File: src/bus_wake_pkg.sv
// Purpose: constants for the bus and wake control register bank
// Assumes: 7-bit register addresses, 8-bit data
// Notes:   x in fail-safe/restart patterns means the bit keeps its value
package bus_wake_pkg;

  // ---------------------------------------------------------------
  // register addresses
  // ---------------------------------------------------------------
  localparam logic [6:0] ADDR_BUS_A  = 7'h04;
  localparam logic [6:0] ADDR_BUS_B  = 7'h05;
  localparam logic [6:0] ADDR_WAKE_I = 7'h06;
  localparam logic [6:0] ADDR_WAKE_E = 7'h07;

  // ---------------------------------------------------------------
  // reset values and writable-bit masks
  // ---------------------------------------------------------------
  localparam logic [7:0] RST_BUS_A  = 8'h20;
  localparam logic [7:0] RST_BUS_B  = 8'h00;
  localparam logic [7:0] RST_WAKE_I = 8'h00;
  localparam logic [7:0] RST_WAKE_E = 8'h07;

  localparam logic [7:0] MASK_BUS_A  = 8'hfb;
  localparam logic [7:0] MASK_BUS_B  = 8'h23;
  localparam logic [7:0] MASK_WAKE_I = 8'hc4;
  localparam logic [7:0] MASK_WAKE_E = 8'ha7;

  // ---------------------------------------------------------------
  // fail-safe patterns: keep bits where keep mask is 1
  // ---------------------------------------------------------------
  localparam logic [7:0] FS_BUS_A   = 8'h09;
  localparam logic [7:0] FS_KEEP_A  = 8'he0;
  localparam logic [7:0] FS_BUS_B   = 8'h01;
  localparam logic [7:0] FS_WAKE_E  = 8'h07;
  localparam logic [7:0] FS_KEEP_E  = 8'ha0;

  // restart of bus control a: upper option bits kept
  localparam logic [7:0] RS_KEEP_A  = 8'he0;

  // ---------------------------------------------------------------
  // field positions
  // ---------------------------------------------------------------
  localparam int BIT_FLASH      = 7;
  localparam int BIT_LOW_SLOPE  = 6;
  localparam int BIT_TX_TO      = 5;
  localparam int POS_SER_A      = 3;
  localparam int POS_CAN        = 0;
  localparam int BIT_PEAK       = 5;
  localparam int POS_SER_B      = 0;
  localparam int BIT_TMR_B_WK   = 7;
  localparam int BIT_TMR_A_WK   = 6;
  localparam int BIT_WD_DIS_HI  = 2;
  localparam int BIT_INT_GLOBAL = 7;
  localparam int BIT_MEASURE    = 5;
  localparam int BIT_WK_C       = 2;
  localparam int BIT_WK_B       = 1;
  localparam int BIT_WK_A       = 0;

  // transceiver mode encoding
  localparam logic [1:0] MODE_OFF  = 2'h0;
  localparam logic [1:0] MODE_WAKE = 2'h1;
  localparam logic [1:0] MODE_RX   = 2'h2;
  localparam logic [1:0] MODE_NORM = 2'h3;

  // device operating modes as presented by the mode controller
  typedef enum logic [1:0] {
    DEV_INIT, DEV_NORMAL, DEV_STOP, DEV_OTHER
  } dev_mode_t;

endpackage : bus_wake_pkg

File: src/bus_wake_ctrl.sv
// Purpose: bus transceiver and wake source control registers
// Assumes: serial front end delivers one decoded access per frame end
// Notes:   fail-safe entry and restart are single-cycle pulses
`timescale 1ns/10ps
`default_nettype none

// How it works
// flash bit 1 turns off serial bus slope control, up to 115 kBaud
// low-slope bit 1 selects 10.4 kBaud low-slope mode, else normal
// tx timeout feature follows the timeout-enable bit
// first serial bus mode at bits 4:3; device may overwrite it
// CAN mode at bits 1:0; device may overwrite it
// reserved bits always read zero
// option bits act at chip select release, for both serial buses
// fail-safe entry forces wake-capable values into three registers
// peak bit selects low (0) or high (1) regulator peak threshold
// peak bit writable in init and normal; stop write silently ignored
// second serial bus mode at bits 1:0 of bus control b
// timer b wakes only while its enable bit is set
// timer a wakes only while its enable bit is set
// stop watchdog disable bit; device may update it
// global bit 0: only wakes interrupt; 1: all status interrupts
// measurement select disables wake inputs a and b
// measurement runs in normal mode; a/b level status disregarded
// enable bits 2..0 enable wake inputs c, b, a
// host sets modes to wake capable to use buses as wake sources
// restart keeps upper options, clears bit 2, loads cause-based modes
// writes to reserved bits are ignored
module bus_wake_ctrl (
  input  wire logic                     clock_i,
  input  wire logic                     rstn_i,
  input  wire logic                     soft_reset_i,
  // access from the serial front end, presented at chip select release
  input  wire logic                     wr_i,
  input  wire logic [6:0]               addr_i,
  input  wire logic [7:0]               wdata_i,
  output logic      [7:0]               rdata_o,
  output logic                          addr_hit_o,
  output logic                          write_fail_o,
  // device-side updates
  input  wire bus_wake_pkg::dev_mode_t  dev_mode_i,
  input  wire logic                     failsafe_entry_i,
  input  wire logic                     restart_i,
  input  wire logic [1:0]               restart_ser_a_mode_i,
  input  wire logic [1:0]               restart_can_mode_i,
  input  wire logic [1:0]               restart_ser_b_mode_i,
  input  wire logic                     hw_ser_a_we_i,
  input  wire logic [1:0]               hw_ser_a_mode_i,
  input  wire logic                     hw_can_we_i,
  input  wire logic [1:0]               hw_can_mode_i,
  input  wire logic                     hw_ser_b_we_i,
  input  wire logic [1:0]               hw_ser_b_mode_i,
  input  wire logic                     hw_wd_dis_we_i,
  input  wire logic                     hw_wd_dis_i,
  // wake and interrupt sources
  input  wire logic                     timer_a_event_i,
  input  wire logic                     timer_b_event_i,
  input  wire logic [2:0]               wake_input_event_i,
  input  wire logic [2:0]               wake_level_i,
  input  wire logic                     status_event_i,
  // control outputs
  output logic                          slope_control_off_o,
  output logic                          low_slope_select_o,
  output logic                          tx_timeout_enable_o,
  output logic      [1:0]               first_serial_bus_mode_o,
  output logic      [1:0]               second_serial_bus_mode_o,
  output logic      [1:0]               can_mode_o,
  output logic                          peak_current_threshold_select_o,
  output logic                          stop_watchdog_disable_hi_o,
  output logic                          measure_active_o,
  output logic      [2:0]               wake_level_valid_o,
  output logic                          timer_wake_o,
  output logic                          input_wake_o,
  output logic                          interrupt_request_o
);

  // ---------------------------------------------------------------
  // state
  // ---------------------------------------------------------------
  typedef struct packed {
    logic [7:0] bus_a;
    logic [7:0] bus_b;
    logic [7:0] wake_i;
    logic [7:0] wake_e;
    logic [7:0] rdata;
    logic       hit;
    logic       fail;
  } state_t;

  state_t s_q;
  state_t s_d;

  function automatic logic [7:0] merge(input logic [7:0] old_v,
                                       input logic [7:0] new_v,
                                       input logic [7:0] mask);
    merge = (old_v & ~mask) | (new_v & mask);
  endfunction : merge

  logic       wr_a;
  logic       wr_b;
  logic       wr_i_reg;
  logic       wr_e;
  logic       peak_ok;
  logic [7:0] mask_b;
  logic [7:0] peak_bit;

  assign peak_bit = 8'h01 << bus_wake_pkg::BIT_PEAK;

  assign wr_a = wr_i && (addr_i == bus_wake_pkg::ADDR_BUS_A);
  assign wr_b = wr_i && (addr_i == bus_wake_pkg::ADDR_BUS_B);
  assign wr_i_reg = wr_i && (addr_i == bus_wake_pkg::ADDR_WAKE_I);
  assign wr_e = wr_i && (addr_i == bus_wake_pkg::ADDR_WAKE_E);
  assign peak_ok = (dev_mode_i == bus_wake_pkg::DEV_INIT) ||
                   (dev_mode_i == bus_wake_pkg::DEV_NORMAL);
  assign mask_b = peak_ok ? bus_wake_pkg::MASK_BUS_B
                          : (bus_wake_pkg::MASK_BUS_B & ~peak_bit);

  // ---------------------------------------------------------------
  // next state
  // ---------------------------------------------------------------
  always_comb begin
    s_d = s_q;
    s_d.fail = 1'b0;
    // host writes: only defined bits are stored
    if (wr_a) begin
      s_d.bus_a = merge(s_q.bus_a, wdata_i, bus_wake_pkg::MASK_BUS_A); // see
    end
    if (wr_b) begin
      s_d.bus_b = merge(s_q.bus_b, wdata_i, mask_b); // see
    end
    if (wr_i_reg) begin
      s_d.wake_i = merge(s_q.wake_i, wdata_i, bus_wake_pkg::MASK_WAKE_I);
    end
    if (wr_e) begin
      s_d.wake_e = merge(s_q.wake_e, wdata_i, bus_wake_pkg::MASK_WAKE_E);
    end
    // device updates win over a host write in the same cycle
    if (hw_ser_a_we_i) begin
      s_d.bus_a[bus_wake_pkg::POS_SER_A +: 2] = hw_ser_a_mode_i;
    end
    if (hw_can_we_i) begin
      s_d.bus_a[bus_wake_pkg::POS_CAN +: 2] = hw_can_mode_i;
    end
    if (hw_ser_b_we_i) begin
      s_d.bus_b[bus_wake_pkg::POS_SER_B +: 2] = hw_ser_b_mode_i;
    end
    if (hw_wd_dis_we_i) begin
      s_d.wake_i[bus_wake_pkg::BIT_WD_DIS_HI] = hw_wd_dis_i;
    end
    if (restart_i) begin
      s_d.bus_a = (s_q.bus_a & bus_wake_pkg::RS_KEEP_A)
                | {3'h0, restart_ser_a_mode_i, 1'b0, restart_can_mode_i};
      s_d.bus_b = {6'h0, restart_ser_b_mode_i} | (s_q.bus_b & peak_bit);
    end
    // fail-safe wins over host, device and restart updates, only soft reset overrides it: device must stay wakeable
    if (failsafe_entry_i) begin
      s_d.bus_a = (s_q.bus_a & bus_wake_pkg::FS_KEEP_A) | bus_wake_pkg::FS_BUS_A;
      s_d.bus_b = bus_wake_pkg::FS_BUS_B;
      s_d.wake_e = (s_q.wake_e & bus_wake_pkg::FS_KEEP_E) | bus_wake_pkg::FS_WAKE_E;
    end
    // soft reset last, so read data shows the reset values at once
    if (soft_reset_i) begin
      s_d.bus_a = bus_wake_pkg::RST_BUS_A;
      s_d.bus_b = bus_wake_pkg::RST_BUS_B;
      s_d.wake_i = bus_wake_pkg::RST_WAKE_I;
      s_d.wake_e = bus_wake_pkg::RST_WAKE_E;
    end
    // read back; reserved bits are zero in storage already
    s_d.hit = 1'b1;
    unique case (addr_i)
      bus_wake_pkg::ADDR_BUS_A:  s_d.rdata = s_d.bus_a & bus_wake_pkg::MASK_BUS_A;
      bus_wake_pkg::ADDR_BUS_B:  s_d.rdata = s_d.bus_b & bus_wake_pkg::MASK_BUS_B;
      bus_wake_pkg::ADDR_WAKE_I: s_d.rdata = s_d.wake_i & bus_wake_pkg::MASK_WAKE_I;
      bus_wake_pkg::ADDR_WAKE_E: s_d.rdata = s_d.wake_e & bus_wake_pkg::MASK_WAKE_E;
      default: begin
        s_d.rdata = 8'h00;
        s_d.hit = 1'b0;
      end
    endcase
  end

  always_ff @(posedge clock_i) begin
    if (!rstn_i) begin
      s_q <= '{bus_a:  bus_wake_pkg::RST_BUS_A,
               bus_b:  bus_wake_pkg::RST_BUS_B,
               wake_i: bus_wake_pkg::RST_WAKE_I,
               wake_e: bus_wake_pkg::RST_WAKE_E,
               rdata:  8'h00,
               hit:    1'b0,
               fail:   1'b0};
    end else begin
      s_q <= s_d;
    end
  end

  // ---------------------------------------------------------------
  // outputs
  // ---------------------------------------------------------------
  logic meas;
  logic any_wake;

  assign rdata_o = s_q.rdata;
  assign addr_hit_o = s_q.hit;
  // a refused peak write in stop mode never counts as a failure
  assign write_fail_o = s_q.fail;

  // one setting drives both serial transceivers
  assign slope_control_off_o = s_q.bus_a[bus_wake_pkg::BIT_FLASH]; // see
  assign low_slope_select_o = s_q.bus_a[bus_wake_pkg::BIT_LOW_SLOPE]; // see
  assign tx_timeout_enable_o = s_q.bus_a[bus_wake_pkg::BIT_TX_TO]; // see
  assign first_serial_bus_mode_o = s_q.bus_a[bus_wake_pkg::POS_SER_A +: 2];
  assign can_mode_o = s_q.bus_a[bus_wake_pkg::POS_CAN +: 2];
  assign second_serial_bus_mode_o = s_q.bus_b[bus_wake_pkg::POS_SER_B +: 2];
  assign peak_current_threshold_select_o = s_q.bus_b[bus_wake_pkg::BIT_PEAK];
  assign stop_watchdog_disable_hi_o = s_q.wake_i[bus_wake_pkg::BIT_WD_DIS_HI];

  assign meas = s_q.wake_e[bus_wake_pkg::BIT_MEASURE];
  assign measure_active_o = meas && (dev_mode_i == bus_wake_pkg::DEV_NORMAL);
  assign wake_level_valid_o = {1'b1, ~meas, ~meas};

  assign timer_wake_o = (timer_b_event_i && s_q.wake_i[bus_wake_pkg::BIT_TMR_B_WK])
                     || (timer_a_event_i && s_q.wake_i[bus_wake_pkg::BIT_TMR_A_WK]);
  assign input_wake_o =
      (wake_input_event_i[2] && s_q.wake_e[bus_wake_pkg::BIT_WK_C])
   || (wake_input_event_i[1] && s_q.wake_e[bus_wake_pkg::BIT_WK_B] && !meas)
   || (wake_input_event_i[0] && s_q.wake_e[bus_wake_pkg::BIT_WK_A] && !meas);

  assign any_wake = timer_wake_o || input_wake_o;
  assign interrupt_request_o = any_wake ||
      (status_event_i && s_q.wake_e[bus_wake_pkg::BIT_INT_GLOBAL]);

endmodule : bus_wake_ctrl

`default_nettype wire

File: config.mk
export PLATFORM = sky130hd
export DESIGN_NAME = bus_wake_ctrl
export DESIGN_NICKNAME = d
export VERILOG_FILES = /design/src/bus_wake_pkg.sv /design/src/bus_wake_ctrl.sv
export SDC_FILE = /design/constraint.sdc
export NUM_CORES = 1
export LEC_CHECK = 0
export BUFFER_PORTS_ARGS = -buffer_cell sky130_fd_sc_hd__buf_4
export CORE_AREA = 2 2 63 65
export CTS_BUF_LIST = sky130_fd_sc_hd__clkbuf_2
export DETAILED_ROUTE_END_ITERATION = 16
export DIE_AREA = 0 0 65 67
export PLACE_DENSITY = 0.79
export SYNTH_ARGS = -nofsm -noshare
export SYNTH_HDL_FRONTEND = slang
export SYNTH_SLANG_ARGS = --single-unit
File: constraint.sdc
create_clock -name clock_i -period 2.4 [get_ports clock_i]
set_clock_uncertainty 0.1 [all_clocks]
set_input_delay 0 -clock clock_i [delete_from_list [all_inputs] [get_ports clock_i]]
set_output_delay 0 -clock clock_i [all_outputs]
set_load 0.02 [all_outputs]
Yosys cells after proc, flatten, opt, wreduce, memory -nomap -nowiden. Index checks and enable logic that the tools add are counted.

Equal/unequal tests: 5. Bitwise operators: 11. Muxes and demuxes: 15. Reduce and logical (&&, ||, !) cells: 26.

Operators with widths (number): two-way mux 8 bit (5); two-way mux 16 bit (2); two-way mux 32 bit (1); case mux 8 bit (4 select lines) (1); equality test 7 x 3 -> 1 bit, second input constant (4); logical AND 1 bit (13); bitwise AND 8 x 6 -> 8 bit (1); bitwise AND 8 bit (1); NOT 6 -> 8 bit (1); bitwise OR 3 x 8 -> 8 bit (1); bitwise OR 6 x 8 -> 8 bit (1); bitwise OR 7 x 8 -> 8 bit (1); bitwise OR 8 x 5 -> 8 bit (1); bitwise OR 8 bit (1); logical OR 1 bit (6); two-way mux 2 bit (3); two-way mux 6 bit (1); bitwise OR 2 x 6 -> 6 bit (1); nonzero test 2 bit (2); OR reduction 4 bit (1); OR reduction 3 bit (1); equality test 2 x 1 -> 1 bit, second input constant (1); zero test 2 bit (1); two-way mux 1 bit (2); 3 further kinds (4).

Output and inout bits: 28. Bits of input ports: 49. Register bits: 42. Word-level logic and storage cells: 68.

Longest topological paths before layout.
Word-level depth: 12. Gate-level depth with buffers: 7. Gate-level depth less buffers: 5.

Worst setup path before layout. No wires, ideal clock.

Kind: input to register. Start: input port addr_i[1]. End: register s_q, in the netlist rdata_o[0]. Required time: 2.179 ns. Stages on the path: 6. Arrival time: 1.111 ns. Path slack: 1.068 ns. Cell sequence: buf_4 -> nor4_4 -> nand2_4 -> a211o_1 -> a22oi_2 -> o31ai_1.

Word-level cells in the longest chain between the ends: 8. Elaborated cells on any way between the ends: 17. Classes of those cells: eq/ne: 4; mux: 10; reduce/logical: 3.

Ends and longest elaborated chain: from (decl) (line bus_wake_ctrl.sv:35) `input wire logic [6:0] addr_i,`; equality test 7 x 3 -> 1 bit (on tied branches) (line bus_wake_ctrl.sv:110, bus_wake_ctrl.sv:170, bus_wake_ctrl.sv:109); logical AND 1 bit (on tied branches) (line bus_wake_ctrl.sv:110, bus_wake_ctrl.sv:109); two-way mux 8 bit (on tied branches) (line bus_wake_ctrl.sv:128, bus_wake_ctrl.sv:125); two-way mux 2 bit (on tied branches) (line bus_wake_ctrl.sv:144, bus_wake_ctrl.sv:141); two-way mux 16 bit (line bus_wake_ctrl.sv:150) `if (restart_i) begin`; two-way mux 16 bit (line bus_wake_ctrl.sv:156) `if (failsafe_entry_i) begin`; two-way mux 32 bit (line bus_wake_ctrl.sv:162) `if (soft_reset_i) begin`; case mux 8 bit (4 select lines) * (line bus_wake_ctrl.sv:170) `unique case (addr_i)`; to (signal assigned) (line bus_wake_ctrl.sv:184) `s_q <= '{bus_a: bus_wake_pkg::RST_BUS_A,`; to (decl) (line bus_wake_ctrl.sv:90) `state_t s_q;`.

Every way passes the cells marked *; elsewhere a longest branch is shown, timed or not. The select of a mux whose other input is x is not followed. A chain may end at the register's enable or synchronous reset.

Worst setup path after layout.
Start: input port failsafe_entry_i. End: register s_q, in the netlist rdata_o[6].

Word-level cells in the longest chain between the ends: 3.

Ends and longest elaborated chain: from (decl) (line bus_wake_ctrl.sv:42) `input wire logic failsafe_entry_i,`; two-way mux 16 bit (line bus_wake_ctrl.sv:156); two-way mux 32 bit (line bus_wake_ctrl.sv:162); case mux 8 bit (4 select lines) (line bus_wake_ctrl.sv:170).

No other way between the ends.

==> impl_metrics.py <==
metrics = {
    "power_and_ir_drop": {
        "power_leakage_uw": 0.001192,
        "power.ir.vdd_worst_mv": 0.2090,
        "finalPower_uw": 864.3,
        "power_density_nw_per_um2": 336.3,
    },
    "global_route": {
        "grt_util_all_layers": 0.2401,
        "number_of_antenna_violations_at_the_first_check_in_global_routing": 0,
        "via_count_of_the_first_global_routing_pass": 1780,
        "grt_pass1_wl_um": 8121,
        "largest_net_degree_at_the_start_of_global_routing": 18,
        "grt_remaining_overflow": 0,
    },
    "clock_network": {
        "clk_latency_ns": 0.37,
        "tritoncts": "yes",
        "cts-buffers-inserted": 3,
        "worst_setup_hold_path_clk_slew_ns": 0.25,
        "clock_tree.htree_level_count": 1,
        "clock-root-buffer": "sky130_fd_sc_hd__clkbuf_2",
        "post_cts_resize_count": 0,
        "clock_sink_count": 27,
        "cts-root-to-sink-buffers": 2,
    },
    "routing": {
        "ant_nets": 0,
        "drc_errors_left": 0,
        "routedWlPerCell_um": 15.34,
        "via_count": 1767,
        "sum_of_routed_wire_length_over_all_layers_um": 5109,
        "detailedRoute.firstIterationViolations": 75,
        "route.detailed.vias_per_inst": 5.306,
        "drt-pass1-iter-count": 4,
    },
    "worst_setup_path": {
        "timing.critical_path.fanout_max": 11,
        "critPathRequiredTime_ns": 2.63,
        "timing.critical_path.slowest_cell_delay_ns": 0.57,
        "cp_common_cell": "sky130_fd_sc_hd__dlygate4sd3_1",
        "critical_path_arrival_ns": 2.53,
        "cp.buffers_inverters": 3,
        "setup.worst_path.start_class": "input port",
        "timing.setup.critical_path_class": "input port to register",
        "timing.critical_path.max_delay_family": "buffers and inverters",
        "crit_path_end_kind": "register",
        "critical_path.slowest_cell": "sky130_fd_sc_hd__dlygate4sd3_1",
        "crit_chain": "dlygate4sd3_1, buf_4, nor4b_2, nand4_1, mux2i_1, mux2_2, nor3_1, dlygate4sd3_1",
    },
    "cells_and_area": {
        "most-common-layout-cells": "72 x sky130_fd_sc_hd__buf_4, 42 x sky130_fd_sc_hd__dlygate4sd3_1, 27 x sky130_fd_sc_hd__dfxtp_1",
        "area_growth_syn_to_layout_pct": 51.70,
        "fillerInstances": 305,
        "finish.instance_area_um2": 2570,
        "insertedDiodeCount": 0,
        "post_route_cells_drive_above_1_share": 0.3404,
        "layout.nets": 335,
        "most_common_cell_after_layout_fill_and_taps_aside": "sky130_fd_sc_hd__buf_4",
    },
    "job": {
        "max_cap_violation_count": 0,
    },
    "synthesis": {
        "postSynthRegisterBits": 27,
        "dominantRegCellSynth": "sky130_fd_sc_hd__dfxtp_1",
        "synth-simple-area-share": 0.2851,
        "share_of_synthesized_area_occupied_by_flip_flops_and_latches": 0.3191,
        "synthesis.area_um2": 1694,
        "synth_mux_area_frac": 0.1167,
        "distinct_cells_synth": 48,
        "synthesis.area_per_instance_um2": 8.916,
        "synth.yosys.warnings": 0,
        "synth_compound_gate_area_share": 0.1662,
        "synth_cells": 190,
        "synth_top_family_by_area": "simple AND/OR/NAND/NOR gates",
        "synthArstFlopShare": 0,
        "post_syn_nets": 239,
        "post_synth_edffs": 0,
        "area_share_of_fa_ha_maj_cells_after_synthesis": 0,
        "synth_xor_xnor_area_share": 0,
    },
    "die": {
        "die-height_um": 67,
        "pin_count": 77,
        "design.die.area_um2": 4355,
        "starting_density_of_the_core": 0.4698,
        "std_cell_rows": 22,
        "die_w_um": 65,
        "area_of_the_core_um2": 3606,
    },
    "worst_hold_path": {
        "timing.hold.worst.class": "input port to register",
    },
    "place": {
        "port-buffer-count": 71,
        "detail_placement_hpwl_um": 3397,
        "place.gp.congestion": 0.8686,
        "detailed_place.area_um2": 2130,
    },
    "timing": {
        "final.period_utilization": 0.9592,
        "max_freq_mhz": 434.4,
        "maxSlewViolCount": 0,
        "setup_viol": 0,
        "setup-tns-final_ns": 0,
        "finalHoldViolCount": 0,
        "fin_crit_period_ns": 2.302,
        "rsz0062_at_grt": "no",
        "whs_ns": 0.009361,
    },
    "status": {
        "status": "finished clean",
    },
}
-- flip-flops by register name (all words and copies together), names as in the netlist --
register	cells
tx_timeout_enable_o	1
meas	1
first_serial_bus_mode_o	2
addr_hit_o	1
peak_current_threshold_select_o	1
low_slope_select_o	1
stop_watchdog_disable_hi_o	1
can_mode_o	2
s_q	6
slope_control_off_o	1
second_serial_bus_mode_o	2
rdata_o	8
-- through the flow --
stage | utilization | setup slack (ns) | std cells
final | 0.7127 | 0.09804 | 333
after global routing | 0.7127 | 0.003082 | 333
after CTS | 0.7127 | 0.1266 | 333
after detailed placement | 0.5906 | 0.8262 | 287
after global placement | 0.5906 | 0.8617 | 287
after floorplan | - | 1.068 | 190
-- metal layers --
layer	GRT usage	vias up	wire length [µm]
li1	-	857	-
met1	0.2845	800	2039
met2	0.4497	99	2551
met3	0.02365	11	432
met4	0.07979	0	86
met5	0	-	0
-- area by class of cell --
class | count | area (µm²) | area share
well taps | 48 | 60.06 | 0.02337
flip-flops and latches | 27 | 540.5 | 0.2103
clock buffers | 3 | 15.01 | 0.005842
multi-input cells | 135 | 969.7 | 0.3773
inverters | 5 | 18.77 | 0.007303
clock inverters | 1 | 5.005 | 0.001947
repair buffers | 114 | 960.9 | 0.3739
-- Yosys cell counts, types with 3 or more instances --
master                     instances  area, µm²
sky130_fd_sc_hd__and3_1            4      25.02
sky130_fd_sc_hd__and2_1            3      18.77
sky130_fd_sc_hd__a211o_1           4      35.03
sky130_fd_sc_hd__a21o_1            3      22.52
sky130_fd_sc_hd__nand2_1          16      60.06
sky130_fd_sc_hd__inv_1             5      18.77
sky130_fd_sc_hd__dfxtp_1          27      540.5
sky130_fd_sc_hd__o21ai_0           3      15.01
sky130_fd_sc_hd__nor2_1           14      52.55
sky130_fd_sc_hd__mux2i_1          16      160.2
sky130_fd_sc_hd__a21oi_1           9      45.04
sky130_fd_sc_hd__nand3_1           5      25.02
sky130_fd_sc_hd__nor2b_1           6      37.54
sky130_fd_sc_hd__buf_4            21      157.7
sky130_fd_sc_hd__a211oi_1          3      22.52
sky130_fd_sc_hd__nand2b_1          3      18.77
sky130_fd_sc_hd__nand4_1           3      18.77
sky130_fd_sc_hd__nor3_2            3      30.03
sky130_fd_sc_hd__nor3_1            4      20.02
-- repair_timing --
| action | in CTS | in global routing |
|---|---|---|
| hold buffers | 42 | 0 |
| setup buffers | 0 | 0 |
| hold endpoints to repair | 27 | 0 |
-- tightest hold or removal path, cell delays in order --
cell and delay [ns]:
sky130_fd_sc_hd__buf_4 0.14, sky130_fd_sc_hd__mux2i_1 0.09, sky130_fd_sc_hd__a21o_1 0.18, sky130_fd_sc_hd__o31ai_1 0.06
-- logic make-up (layout without fill, tap and decap cells) --
| group | count (synthesis) | in the layout |
|---|---|---|
| multiplexers | 19 | 19 |
| AND/OR/NAND/NOR | 76 | 76 |
| AO/OA/AOI/OAI | 38 | 38 |
| buffers and inverters | 28 | 123 |
| flip-flops | 27 | 27 |
| other | 2 | 2 |
-- worst paths after layout --
kind	depth (start not counted)	endpoint	slack (ns)	startpoint
max	8	rdata_o[6]	0.1	failsafe_entry_i
min	4	rdata_o[0]	0.009	wr_i
max reg2reg	4	rdata_o[6]	0.77	s_q[24]
min reg2reg	2	peak_current_threshold_select_o	0.47	peak_current_threshold_select_o
-- power by group --
part | switching [µW] | leakage, µW | internal (µW)
Sequential | 3.35 | 0.000219 | 456
Combinational | 102 | 0.000957 | 127
Clock | 138 | 0.0000164 | 37.8
Power figures use the tool's default switching activity.
